==> config.mk <==
export PLATFORM = sky130hd
export DESIGN_NAME = bed_break_event_detect
export DESIGN_NICKNAME = d
export VERILOG_FILES = /design/src/bed_pkg.sv /design/src/bed_break_event_detect.sv
export SDC_FILE = /design/constraint.sdc
export NUM_CORES = 1
export LEC_CHECK = 0
export ABC_CLOCK_PERIOD_IN_PS = 2350
export BUFFER_PORTS_ARGS = -buffer_cell sky130_fd_sc_hd__buf_2
export CORE_MARGIN = 2
export CORE_UTILIZATION = 47
export CTS_CLUSTER_SIZE = 14
export DETAILED_ROUTE_END_ITERATION = 8
export GPL_TIMING_DRIVEN = 0
export PLACE_DENSITY = 0.87
export SLEW_MARGIN = 20
export SYNTH_ARGS = -nofsm -noshare
export SYNTH_HDL_FRONTEND = slang
export SYNTH_SLANG_ARGS = --single-unit
==> constraint.sdc <==
create_clock -name ref_clk -period 2.35 [get_ports ref_clk]
set_clock_uncertainty 0.1 [all_clocks]
set_input_delay 0.705 -clock ref_clk [delete_from_list [all_inputs] [get_ports ref_clk]]
set_output_delay 0.705 -clock ref_clk [all_outputs]
set_load 0.005 [all_outputs]
==> src/bed_pkg.sv <==
// constants for the break event detector: register offsets, bit positions, reset values
// assumes a 32-bit apb register bus with byte addresses on paddr
package bed_pkg;
  // ********************************
  // address map
  // ********************************
  localparam int unsigned ADDR_W            = 8;
  localparam logic [7:0]  OFF_IRQ_LOW_EN    = 8'h00;
  localparam logic [7:0]  OFF_IRQ_HIGH_EN   = 8'h04;
  localparam logic [7:0]  OFF_MISC_EN       = 8'h08;
  localparam logic [7:0]  OFF_DMA_EN        = 8'h0C;
  localparam logic [7:0]  OFF_STATUS        = 8'h10;
  localparam logic [7:0]  OFF_MASK          = 8'h14;
  // ********************************
  // field layout
  // ********************************
  localparam int unsigned REG_W             = 8;
  localparam int unsigned IRQ_LINES         = 16;
  localparam int unsigned DMA_CHANS         = 8;
  localparam int unsigned MISC_GLOBAL       = 0;
  localparam int unsigned MISC_INTR         = 1;
  localparam int unsigned MISC_NMI          = 2;
  localparam int unsigned MISC_PERR         = 3;
  localparam int unsigned MISC_IOCHK        = 4;
  localparam int unsigned MISC_TMR_CLR      = 5;
  localparam int unsigned MISC_SERR         = 6;
  localparam logic [7:0]  MISC_WMASK        = 8'h7F;
  localparam int unsigned STAT_W            = 2;
  localparam int unsigned STAT_WAKE         = 0;
  localparam int unsigned STAT_TMR_CLR      = 1;
  // ********************************
  // reset values
  // ********************************
  localparam logic [7:0]  EN_RST            = 8'h00;
  localparam logic [1:0]  STAT_RST          = 2'h0;
  localparam logic        PM_ACT_RST        = 1'b0;
  localparam logic [31:0] RD_ZERO           = 32'h0000_0000;
endpackage : bed_pkg

==> src/bed_break_event_detect.sv <==
// break event detector: watches interrupt, dma and error lines, wakes the power sequencer
// assumes all inputs synchronous to ref_clk and an apb master on the register port
//
// Functional notes
// - bits 0-7 of first enable register enable wake on interrupt requests 0-7.
// - second enable register bits 0-7 enable wake on interrupt requests 8-15.
// - an enabled source found active drives the activity output to its high level.
// - misc bit 6 enables pci system error as a wake event.
// - writing one then zero to misc bit 5 clears timer interrupt request.
// - misc bit 4 enables isa channel check as a wake event.
// - misc bit 3 enables pci parity error as a wake event.
// - misc bit 2 enables non-maskable interrupt as a wake event.
// - misc bit 1 enables processor interrupt output as a wake event.
// - misc bit 0 is the global wake enable gating all detection.
// - dma enable register bit n enables wake on dma request n.
// - all four enable registers reset to zero.
//
// Added by the designer: the register offsets and the APB register port.
`timescale 1ns/1ps
`default_nettype none
module bed_break_event_detect (
  // clock and reset
  input  wire logic        ref_clk,
  input  wire logic        rst_b,
  // apb slave
  input  wire logic        psel,
  input  wire logic        penable,
  input  wire logic        pwrite,
  input  wire logic [7:0]  paddr,
  input  wire logic [31:0] pwdata,
  output var  logic [31:0] prdata,
  output var  logic        pready,
  output var  logic        pslverr,
  // wake sources
  input  wire logic [15:0] irqReq,
  input  wire logic [7:0]  dmaReq,
  input  wire logic        serrN,
  input  wire logic        perrN,
  input  wire logic        iochkN,
  input  wire logic        nmi,
  input  wire logic        intr,
  // to the sequencer and the system
  output var  logic        pmActivityN,
  output var  logic        timerIrqClear,
  output var  logic        intReq
);
  // ********************************
  // registers
  // ********************************
  logic [7:0] irqLowWakeEnable;
  logic [7:0] irqHighWakeEnable;
  logic [7:0] miscWakeEnable;
  logic [7:0] dmaWakeEnable;
  logic [1:0] status;
  logic [1:0] mask;

  // ********************************
  // bus decode
  // ********************************
  wire logic       setupPhase = psel & ~penable;
  wire logic       accessDone = psel & penable & pready;
  wire logic       wrDone     = accessDone & pwrite;
  wire logic       hitLow     = paddr == bed_pkg::OFF_IRQ_LOW_EN;
  wire logic       hitHigh    = paddr == bed_pkg::OFF_IRQ_HIGH_EN;
  wire logic       hitMisc    = paddr == bed_pkg::OFF_MISC_EN;
  wire logic       hitDma     = paddr == bed_pkg::OFF_DMA_EN;
  wire logic       hitStatus  = paddr == bed_pkg::OFF_STATUS;
  wire logic       hitMask    = paddr == bed_pkg::OFF_MASK;
  wire logic       mapped     = hitLow | hitHigh | hitMisc | hitDma | hitStatus | hitMask;
  wire logic [7:0] wrByte     = pwdata[7:0];
  wire logic [7:0] rdByte     = hitLow    ? irqLowWakeEnable  :
                                hitHigh   ? irqHighWakeEnable :
                                hitMisc   ? miscWakeEnable    :
                                hitDma    ? dmaWakeEnable     :
                                hitStatus ? {6'h00, status}   :
                                hitMask   ? {6'h00, mask}     : 8'h00;

  // ********************************
  // source detection
  // ********************************
  // per-line gating; one loop covers both interrupt enable registers
  wire logic [15:0] irqEnable = {irqHighWakeEnable, irqLowWakeEnable};
  wire logic [15:0] irqHit;
  wire logic [7:0]  dmaHit;
  genvar gi;
  generate
    for (gi = 0; gi < bed_pkg::IRQ_LINES; gi++) begin : g_irq
      assign irqHit[gi] = irqReq[gi] & irqEnable[gi];
    end
    for (gi = 0; gi < bed_pkg::DMA_CHANS; gi++) begin : g_dma
      assign dmaHit[gi] = dmaReq[gi] & dmaWakeEnable[gi];
    end
  endgenerate

  wire logic serrHit  = ~serrN  & miscWakeEnable[bed_pkg::MISC_SERR];
  wire logic iochkHit = ~iochkN & miscWakeEnable[bed_pkg::MISC_IOCHK];
  wire logic perrHit  = ~perrN  & miscWakeEnable[bed_pkg::MISC_PERR];
  wire logic nmiHit   = nmi     & miscWakeEnable[bed_pkg::MISC_NMI];
  wire logic intrHit  = intr    & miscWakeEnable[bed_pkg::MISC_INTR];
  wire logic anyHit   = (|irqHit) | (|dmaHit) | serrHit | iochkHit | perrHit | nmiHit | intrHit;
  // no wake at all unless the global enable is set
  wire logic breakDetect = anyHit & miscWakeEnable[bed_pkg::MISC_GLOBAL];

  // timer request clear fires on the falling write of the clear bit
  wire logic clrFall = wrDone & hitMisc & miscWakeEnable[bed_pkg::MISC_TMR_CLR]
                       & ~wrByte[bed_pkg::MISC_TMR_CLR];

  // ********************************
  // interrupt status
  // ********************************
  wire logic [1:0] statSet  = {clrFall, breakDetect};
  wire logic [1:0] statClr  = (wrDone & hitStatus) ? wrByte[1:0] : 2'h0;
  // set wins over a write-one-to-clear in the same cycle
  wire logic [1:0] next_status = (status & ~statClr) | statSet;

  // ********************************
  // apb answer
  // ********************************
  // no wait state; pready rises in the first access cycle, and every bus output still comes from a flop
  always_ff @(posedge ref_clk or negedge rst_b) begin
    if (!rst_b) begin
      pready  <= 1'b0;
      prdata  <= bed_pkg::RD_ZERO;
      pslverr <= 1'b0;
    end else begin
      pready  <= setupPhase;
      prdata  <= setupPhase ? {24'h00_0000, rdByte} : bed_pkg::RD_ZERO;
      pslverr <= setupPhase & ~mapped;
    end
  end

  // ********************************
  // enable and mask registers
  // ********************************
  always_ff @(posedge ref_clk or negedge rst_b) begin
    if (!rst_b) begin
      irqLowWakeEnable  <= bed_pkg::EN_RST;
      irqHighWakeEnable <= bed_pkg::EN_RST;
      miscWakeEnable    <= bed_pkg::EN_RST;
      dmaWakeEnable     <= bed_pkg::EN_RST;
      mask              <= bed_pkg::STAT_RST;
    end else begin
      if (wrDone && hitLow) begin
        irqLowWakeEnable <= wrByte;
      end
      if (wrDone && hitHigh) begin
        irqHighWakeEnable <= wrByte;
      end
      if (wrDone && hitMisc) begin
        miscWakeEnable <= wrByte & bed_pkg::MISC_WMASK;
      end
      if (wrDone && hitDma) begin
        dmaWakeEnable <= wrByte;
      end
      if (wrDone && hitMask) begin
        mask <= wrByte[1:0];
      end
    end
  end

  // ********************************
  // outputs
  // ********************************
  // activity goes high one cycle after each cycle a wake source is seen, low otherwise
  always_ff @(posedge ref_clk or negedge rst_b) begin
    if (!rst_b) begin
      pmActivityN   <= bed_pkg::PM_ACT_RST;
      timerIrqClear <= 1'b0;
      status        <= bed_pkg::STAT_RST;
      intReq        <= 1'b0;
    end else begin
      pmActivityN   <= breakDetect;
      timerIrqClear <= clrFall;
      status        <= next_status;
      intReq        <= |(next_status & mask);
    end
  end

  // ********************************
  // checks
  // ********************************
  property p_wake;
    @(posedge ref_clk) disable iff (!rst_b)
    breakDetect |=> pmActivityN;
  endproperty
  a_wake: assert property (p_wake) else $error("wake not signalled");

  property p_irq_low;
    @(posedge ref_clk) disable iff (!rst_b)
    (miscWakeEnable[0] && |(irqReq[7:0] & irqLowWakeEnable)) |=> pmActivityN;
  endproperty
  a_irq_low: assert property (p_irq_low) else $error("low irq wake lost");

  property p_irq_high;
    @(posedge ref_clk) disable iff (!rst_b)
    (miscWakeEnable[0] && |(irqReq[15:8] & irqHighWakeEnable)) |=> pmActivityN;
  endproperty
  a_irq_high: assert property (p_irq_high) else $error("high irq wake lost");

  property p_serr;
    @(posedge ref_clk) disable iff (!rst_b)
    (miscWakeEnable[0] && miscWakeEnable[6] && !serrN) |=> pmActivityN;
  endproperty
  a_serr: assert property (p_serr) else $error("serr wake lost");

  property p_tmr_clr;
    @(posedge ref_clk) disable iff (!rst_b)
    (wrDone && hitMisc && miscWakeEnable[5] && !pwdata[5]) |=> timerIrqClear ##1 !timerIrqClear;
  endproperty
  a_tmr_clr: assert property (p_tmr_clr) else $error("timer clear not pulsed");

  property p_tmr_cause;
    @(posedge ref_clk) disable iff (!rst_b)
    timerIrqClear |-> $past(miscWakeEnable[5]) && !miscWakeEnable[5];
  endproperty
  a_tmr_cause: assert property (p_tmr_cause) else $error("spurious timer clear");

  property p_iochk;
    @(posedge ref_clk) disable iff (!rst_b)
    (miscWakeEnable[0] && miscWakeEnable[4] && !iochkN) |=> pmActivityN;
  endproperty
  a_iochk: assert property (p_iochk) else $error("iochk wake lost");

  property p_perr;
    @(posedge ref_clk) disable iff (!rst_b)
    (miscWakeEnable[0] && miscWakeEnable[3] && !perrN) |=> pmActivityN;
  endproperty
  a_perr: assert property (p_perr) else $error("perr wake lost");

  property p_nmi;
    @(posedge ref_clk) disable iff (!rst_b)
    (miscWakeEnable[0] && miscWakeEnable[2] && nmi) |=> pmActivityN;
  endproperty
  a_nmi: assert property (p_nmi) else $error("nmi wake lost");

  property p_intr;
    @(posedge ref_clk) disable iff (!rst_b)
    (miscWakeEnable[0] && miscWakeEnable[1] && intr) |=> pmActivityN;
  endproperty
  a_intr: assert property (p_intr) else $error("intr wake lost");

  property p_global_off;
    @(posedge ref_clk) disable iff (!rst_b)
    !miscWakeEnable[0] |=> !pmActivityN;
  endproperty
  a_global_off: assert property (p_global_off) else $error("wake while globally off");

  property p_dma;
    @(posedge ref_clk) disable iff (!rst_b)
    (miscWakeEnable[0] && |(dmaReq & dmaWakeEnable)) |=> pmActivityN;
  endproperty
  a_dma: assert property (p_dma) else $error("dma wake lost");

  property p_reset_zero;
    @(posedge ref_clk) disable iff (!rst_b)
    $rose(rst_b) |-> (irqLowWakeEnable == 8'h00) && (irqHighWakeEnable == 8'h00)
                     && (miscWakeEnable == 8'h00) && (dmaWakeEnable == 8'h00);
  endproperty
  a_reset_zero: assert property (p_reset_zero) else $error("enable not zero after reset");

  property p_no_cause;
    @(posedge ref_clk) disable iff (!rst_b)
    pmActivityN |-> $past(breakDetect);
  endproperty
  a_no_cause: assert property (p_no_cause) else $error("activity high without source");

  property p_reserved;
    @(posedge ref_clk) disable iff (!rst_b)
    (wrDone && hitMisc) |=> !miscWakeEnable[7] && miscWakeEnable[6:0] == $past(pwdata[6:0]);
  endproperty
  a_reserved: assert property (p_reserved) else $error("reserved bit stored");

  // a completing write may clear status or change the mask, so it is left out here
  property p_irq_line;
    @(posedge ref_clk) disable iff (!rst_b)
    (status[0] && mask[0] && !wrDone) |=> intReq;
  endproperty
  a_irq_line: assert property (p_irq_line) else $error("interrupt not raised");

  property p_status_set;
    @(posedge ref_clk) disable iff (!rst_b)
    breakDetect |=> status[0];
  endproperty
  a_status_set: assert property (p_status_set) else $error("wake status not set");

  property p_tmr_once;
    @(posedge ref_clk) disable iff (!rst_b)
    timerIrqClear |=> !timerIrqClear;
  endproperty
  a_tmr_once: assert property (p_tmr_once) else $error("timer clear longer than one cycle");

  property p_ready_pulse;
    @(posedge ref_clk) disable iff (!rst_b)
    pready |=> !pready;
  endproperty
  a_ready_pulse: assert property (p_ready_pulse) else $error("ready held too long");

  property p_err_with_ready;
    @(posedge ref_clk) disable iff (!rst_b)
    pslverr |-> pready;
  endproperty
  a_err_with_ready: assert property (p_err_with_ready) else $error("error without ready");
endmodule : bed_break_event_detect
`default_nettype wire

==> impl_results.md <==
- Final Setup Violations: 0
- Crit end category: flip-flop
- Effective utilization at floorplan: 49.3%
- Largest net degree at the start of global routing: 49
- Clock Path Buffers: 2
- Max cap viols: 0
- Final ANT Viol Nets: 0
- Row cnt: 26
- Post-Synth Simple-Gate Area: ~13%
- F_max: ~450 MHz
- Layout cells sized above 1: 43.8%
- Largest family of logic cells by synthesized area: multiplexers
- Worst slack, placed: -0.267 ns
- Reg clk slew, reported paths: 0.08 ns
- Worst flop-to-flop path endpoint: intReq
- R2R Setup Slk: approximately 0.33 ns
- Peak VDD IR: around 430 uV
- Cells on worst reg2reg path: 5
- Iteration-0 DRC Markers: 156
- Vias post-DR: 1,909
- Final Max Slew Viols: 0
- Worst path required time: 2.43 ns
- Final Hold Fails: 0
- Crit path time final: 2.23 ns
- Final period util: 94.8%
- Per-cell routed wire length: 15.1 um
- Die Width: approximately 77 um
- Port bufs: 59
- Via-to-Cell Ratio: 5.08
- Xor/xnor cell area share of the yosys netlist: 0%
- Seq/Total Area, Yosys: 47.4%
- Die Span Y: around 77 um
- First-pass GRT wire length: 9010 um
- Top FF cell, synth: dfrtp_1
- Clock latency on the worst-skew pair: 0.30 ns
- Sum Neg Setup Slack: 0 ns
- Fin nets: 380
- Initial antenna violation count: 0
- GRT Overall Usage: around a fifth
- Mux share of post-synthesis cell area: roughly 20%
- Critical path class: in -> reg
- Yosys cell types: 44
- Post-synth EDFFs: 0
- Synth Instances: 215
- Compound-cell area share of the yosys netlist: 10.3%
- Drc violations: 0
- Diode count: 0
- Area delta synth->final: 23.3%
- Worst Setup Start Kind: primary input
- Synthesized-area fraction occupied by adder cells: 0%
- Pleak: 0.00173 uW
- CP Max Fanout: 8
- RSZ-0062 raised after global routing: false
- GP Congestion: 0.857
- Vias in the first global route: between 1,500 and 2,000
- Total iterations of the first detailed-routing run: 4
- Num CTS Buffers: 5
- Io pins: 111
- Num Clock Sinks: 48
- Mean Syn Cell Area: about 12 um2
- Worst slew margin: 58.9%
- Core area: 0.00514 mm2
- Overflow after GRT: 0
- Worst r2r src: miscWakeEnable[4]
- Fin worst setup slack: 0.122 ns
- HP Class: in -> async
- Placed wire-length estimate: 4370 um
- Async S/R FF share, synth: 100%
- H-tree depth: 2
- Status: completed
- Die area: approximately 0.006 mm2
- YS warnings: 0
- Post-Syn Area: 0.00253 mm2
- CTS tree: done
- Pwr/cell area: 484 mW/mm2
- Worst Max-Slew Pin Slew: 0.616 ns
- Worst path arrival time: 2.31 ns
- Hold_buf cts: 0
- Synth Register Bits: 48
- Root Buffer: clkbuf_8
- DRT Wirelength: around 5700 um
[cells in the final DEF, fill, tap and decap left out, types with 3 or more instances in the layout]
master	netlist	layout
buf_2	2	60
dfrtp_1	48	48
buf_4	24	27
mux2_2	24	24
conb_1	1	24
nor2_1	14	14
a22oi_1	12	12
nand2_1	11	11
mux2i_1	9	9
mux2_4	8	8
a21oi_1	7	7
clkbuf_8	0	7
clkbuf_1	5	5
nand2b_1	5	5
o211a_1	5	5
nor3_4	2	3
nor3_1	3	3
nand4_1	3	3
[power by group]
group	internal [uW]	switching [uW]	leakage [uW]	total (uW)
Sequential	830	2.89	0.000668	832
Clock	262	254	0.0000503	516
Combinational	76.8	85.4	0.00101	162
[what timing repair did]
action,in CTS,in global routing
endpoints found under the setup margin,0,16
setup buffers,0,2
gates resized for setup,0,1
[worst max-delay path by stage]
stage | from | cells past startpoint | endpoint
5_1_grt | paddr[1] | 8 | irqLowWakeEnable[7]
3_3_place_gp | penable | 6 | irqHighWakeEnable[4]
4_1_cts | penable | 6 | dmaWakeEnable[6]
6_report | paddr[1] | 8 | irqLowWakeEnable[0]
3_5_place_dp | penable | 6 | dmaWakeEnable[5]
2_1_floorplan | paddr[3] | 8 | irqLowWakeEnable[0]
[synthesized netlist by cell type, types with 2 or more instances]
| library cell | n | area [um2] |
|---|---|---|
| nor3_4 | 2 | 32.5 |
| nand2_1 | 11 | 41.3 |
| mux2_1 | 2 | 22.5 |
| o211a_1 | 5 | 50.1 |
| buf_4 | 24 | 180 |
| a22oi_1 | 12 | 90.1 |
| nand4_1 | 3 | 18.8 |
| buf_2 | 2 | 10.0 |
| a21oi_1 | 7 | 35.0 |
| dfrtp_1 | 48 | 1200 |
| inv_1 | 2 | 7.51 |
| nor3_1 | 3 | 15.0 |
| buf_6 | 2 | 22.5 |
| clkbuf_1 | 5 | 18.8 |
| mux2_4 | 8 | 120 |
| mux2i_1 | 9 | 90.1 |
| nor2_1 | 14 | 52.6 |
| nor2b_1 | 2 | 12.5 |
| or4_1 | 2 | 15.0 |
| nand2b_1 | 5 | 31.3 |
| mux2_2 | 24 | 270 |
[registers in the layout (all words and copies together) (netlist names)]
name / count
pready: 1
prdata: 8
miscWakeEnable: 7
dmaWakeEnable: 8
pmActivityN: 1
irqLowWakeEnable: 8
intReq: 1
irqHighWakeEnable: 8
mask: 2
status: 2
timerIrqClear: 1
pslverr: 1
[cell families after synthesis]
kind of cell	Yosys count
other	1
AO/OA/AOI/OAI	35
multiplexers	43
flip-flops	48
buffers and inverters	35
AND/OR/NAND/NOR	53
[critical path: stages]
cell and delay (ns):
buf_2 0.11, nor3_4 0.25, nand2_2 0.13, or3_1 0.33
buf_2 0.18, nand2b_4 0.15, buf_6 0.15, mux2_4 0.30
[layout make-up]
cell class | count | area [um2]
fillers | 425 | 2020
flip-flops and latches | 48 | 1200
multi-input cells | 155 | 1180
repair buffers | 61 | 313
plain buffers | 33 | 231
clock buffers | 7 | 96.3
well taps | 70 | 87.6
inverters | 2 | 7.51
[stage by stage]
| step | area (um2) | hold slack, ns | power [uW] | std cells | util [%] |
|---|---|---|---|---|---|
| floorplan | 2620 | 0.309 | 930 | 238 | - |
| global placement | 3000 | 0.407 | 1010 | 367 | 58.4 |
| detailed placement | 3000 | 0.426 | 1010 | 367 | 58.4 |
| CTS | 3100 | 0.445 | 1520 | 374 | 60.3 |
| global route | 3120 | 0.351 | 1570 | 376 | 60.7 |
| finish | 3120 | 0.295 | 1510 | 376 | 60.7 |
[metal layers]
layer  routed length, um  up-vias  track usage, %
met5                   0        -               0
met4                  84        0            6.61
met3                 464        8            4.19
met2                2640       84            31.0
met1                2500      903            26.6
li1                    -      914               -
No activity file was read; power rests on OpenSTA's default activity.
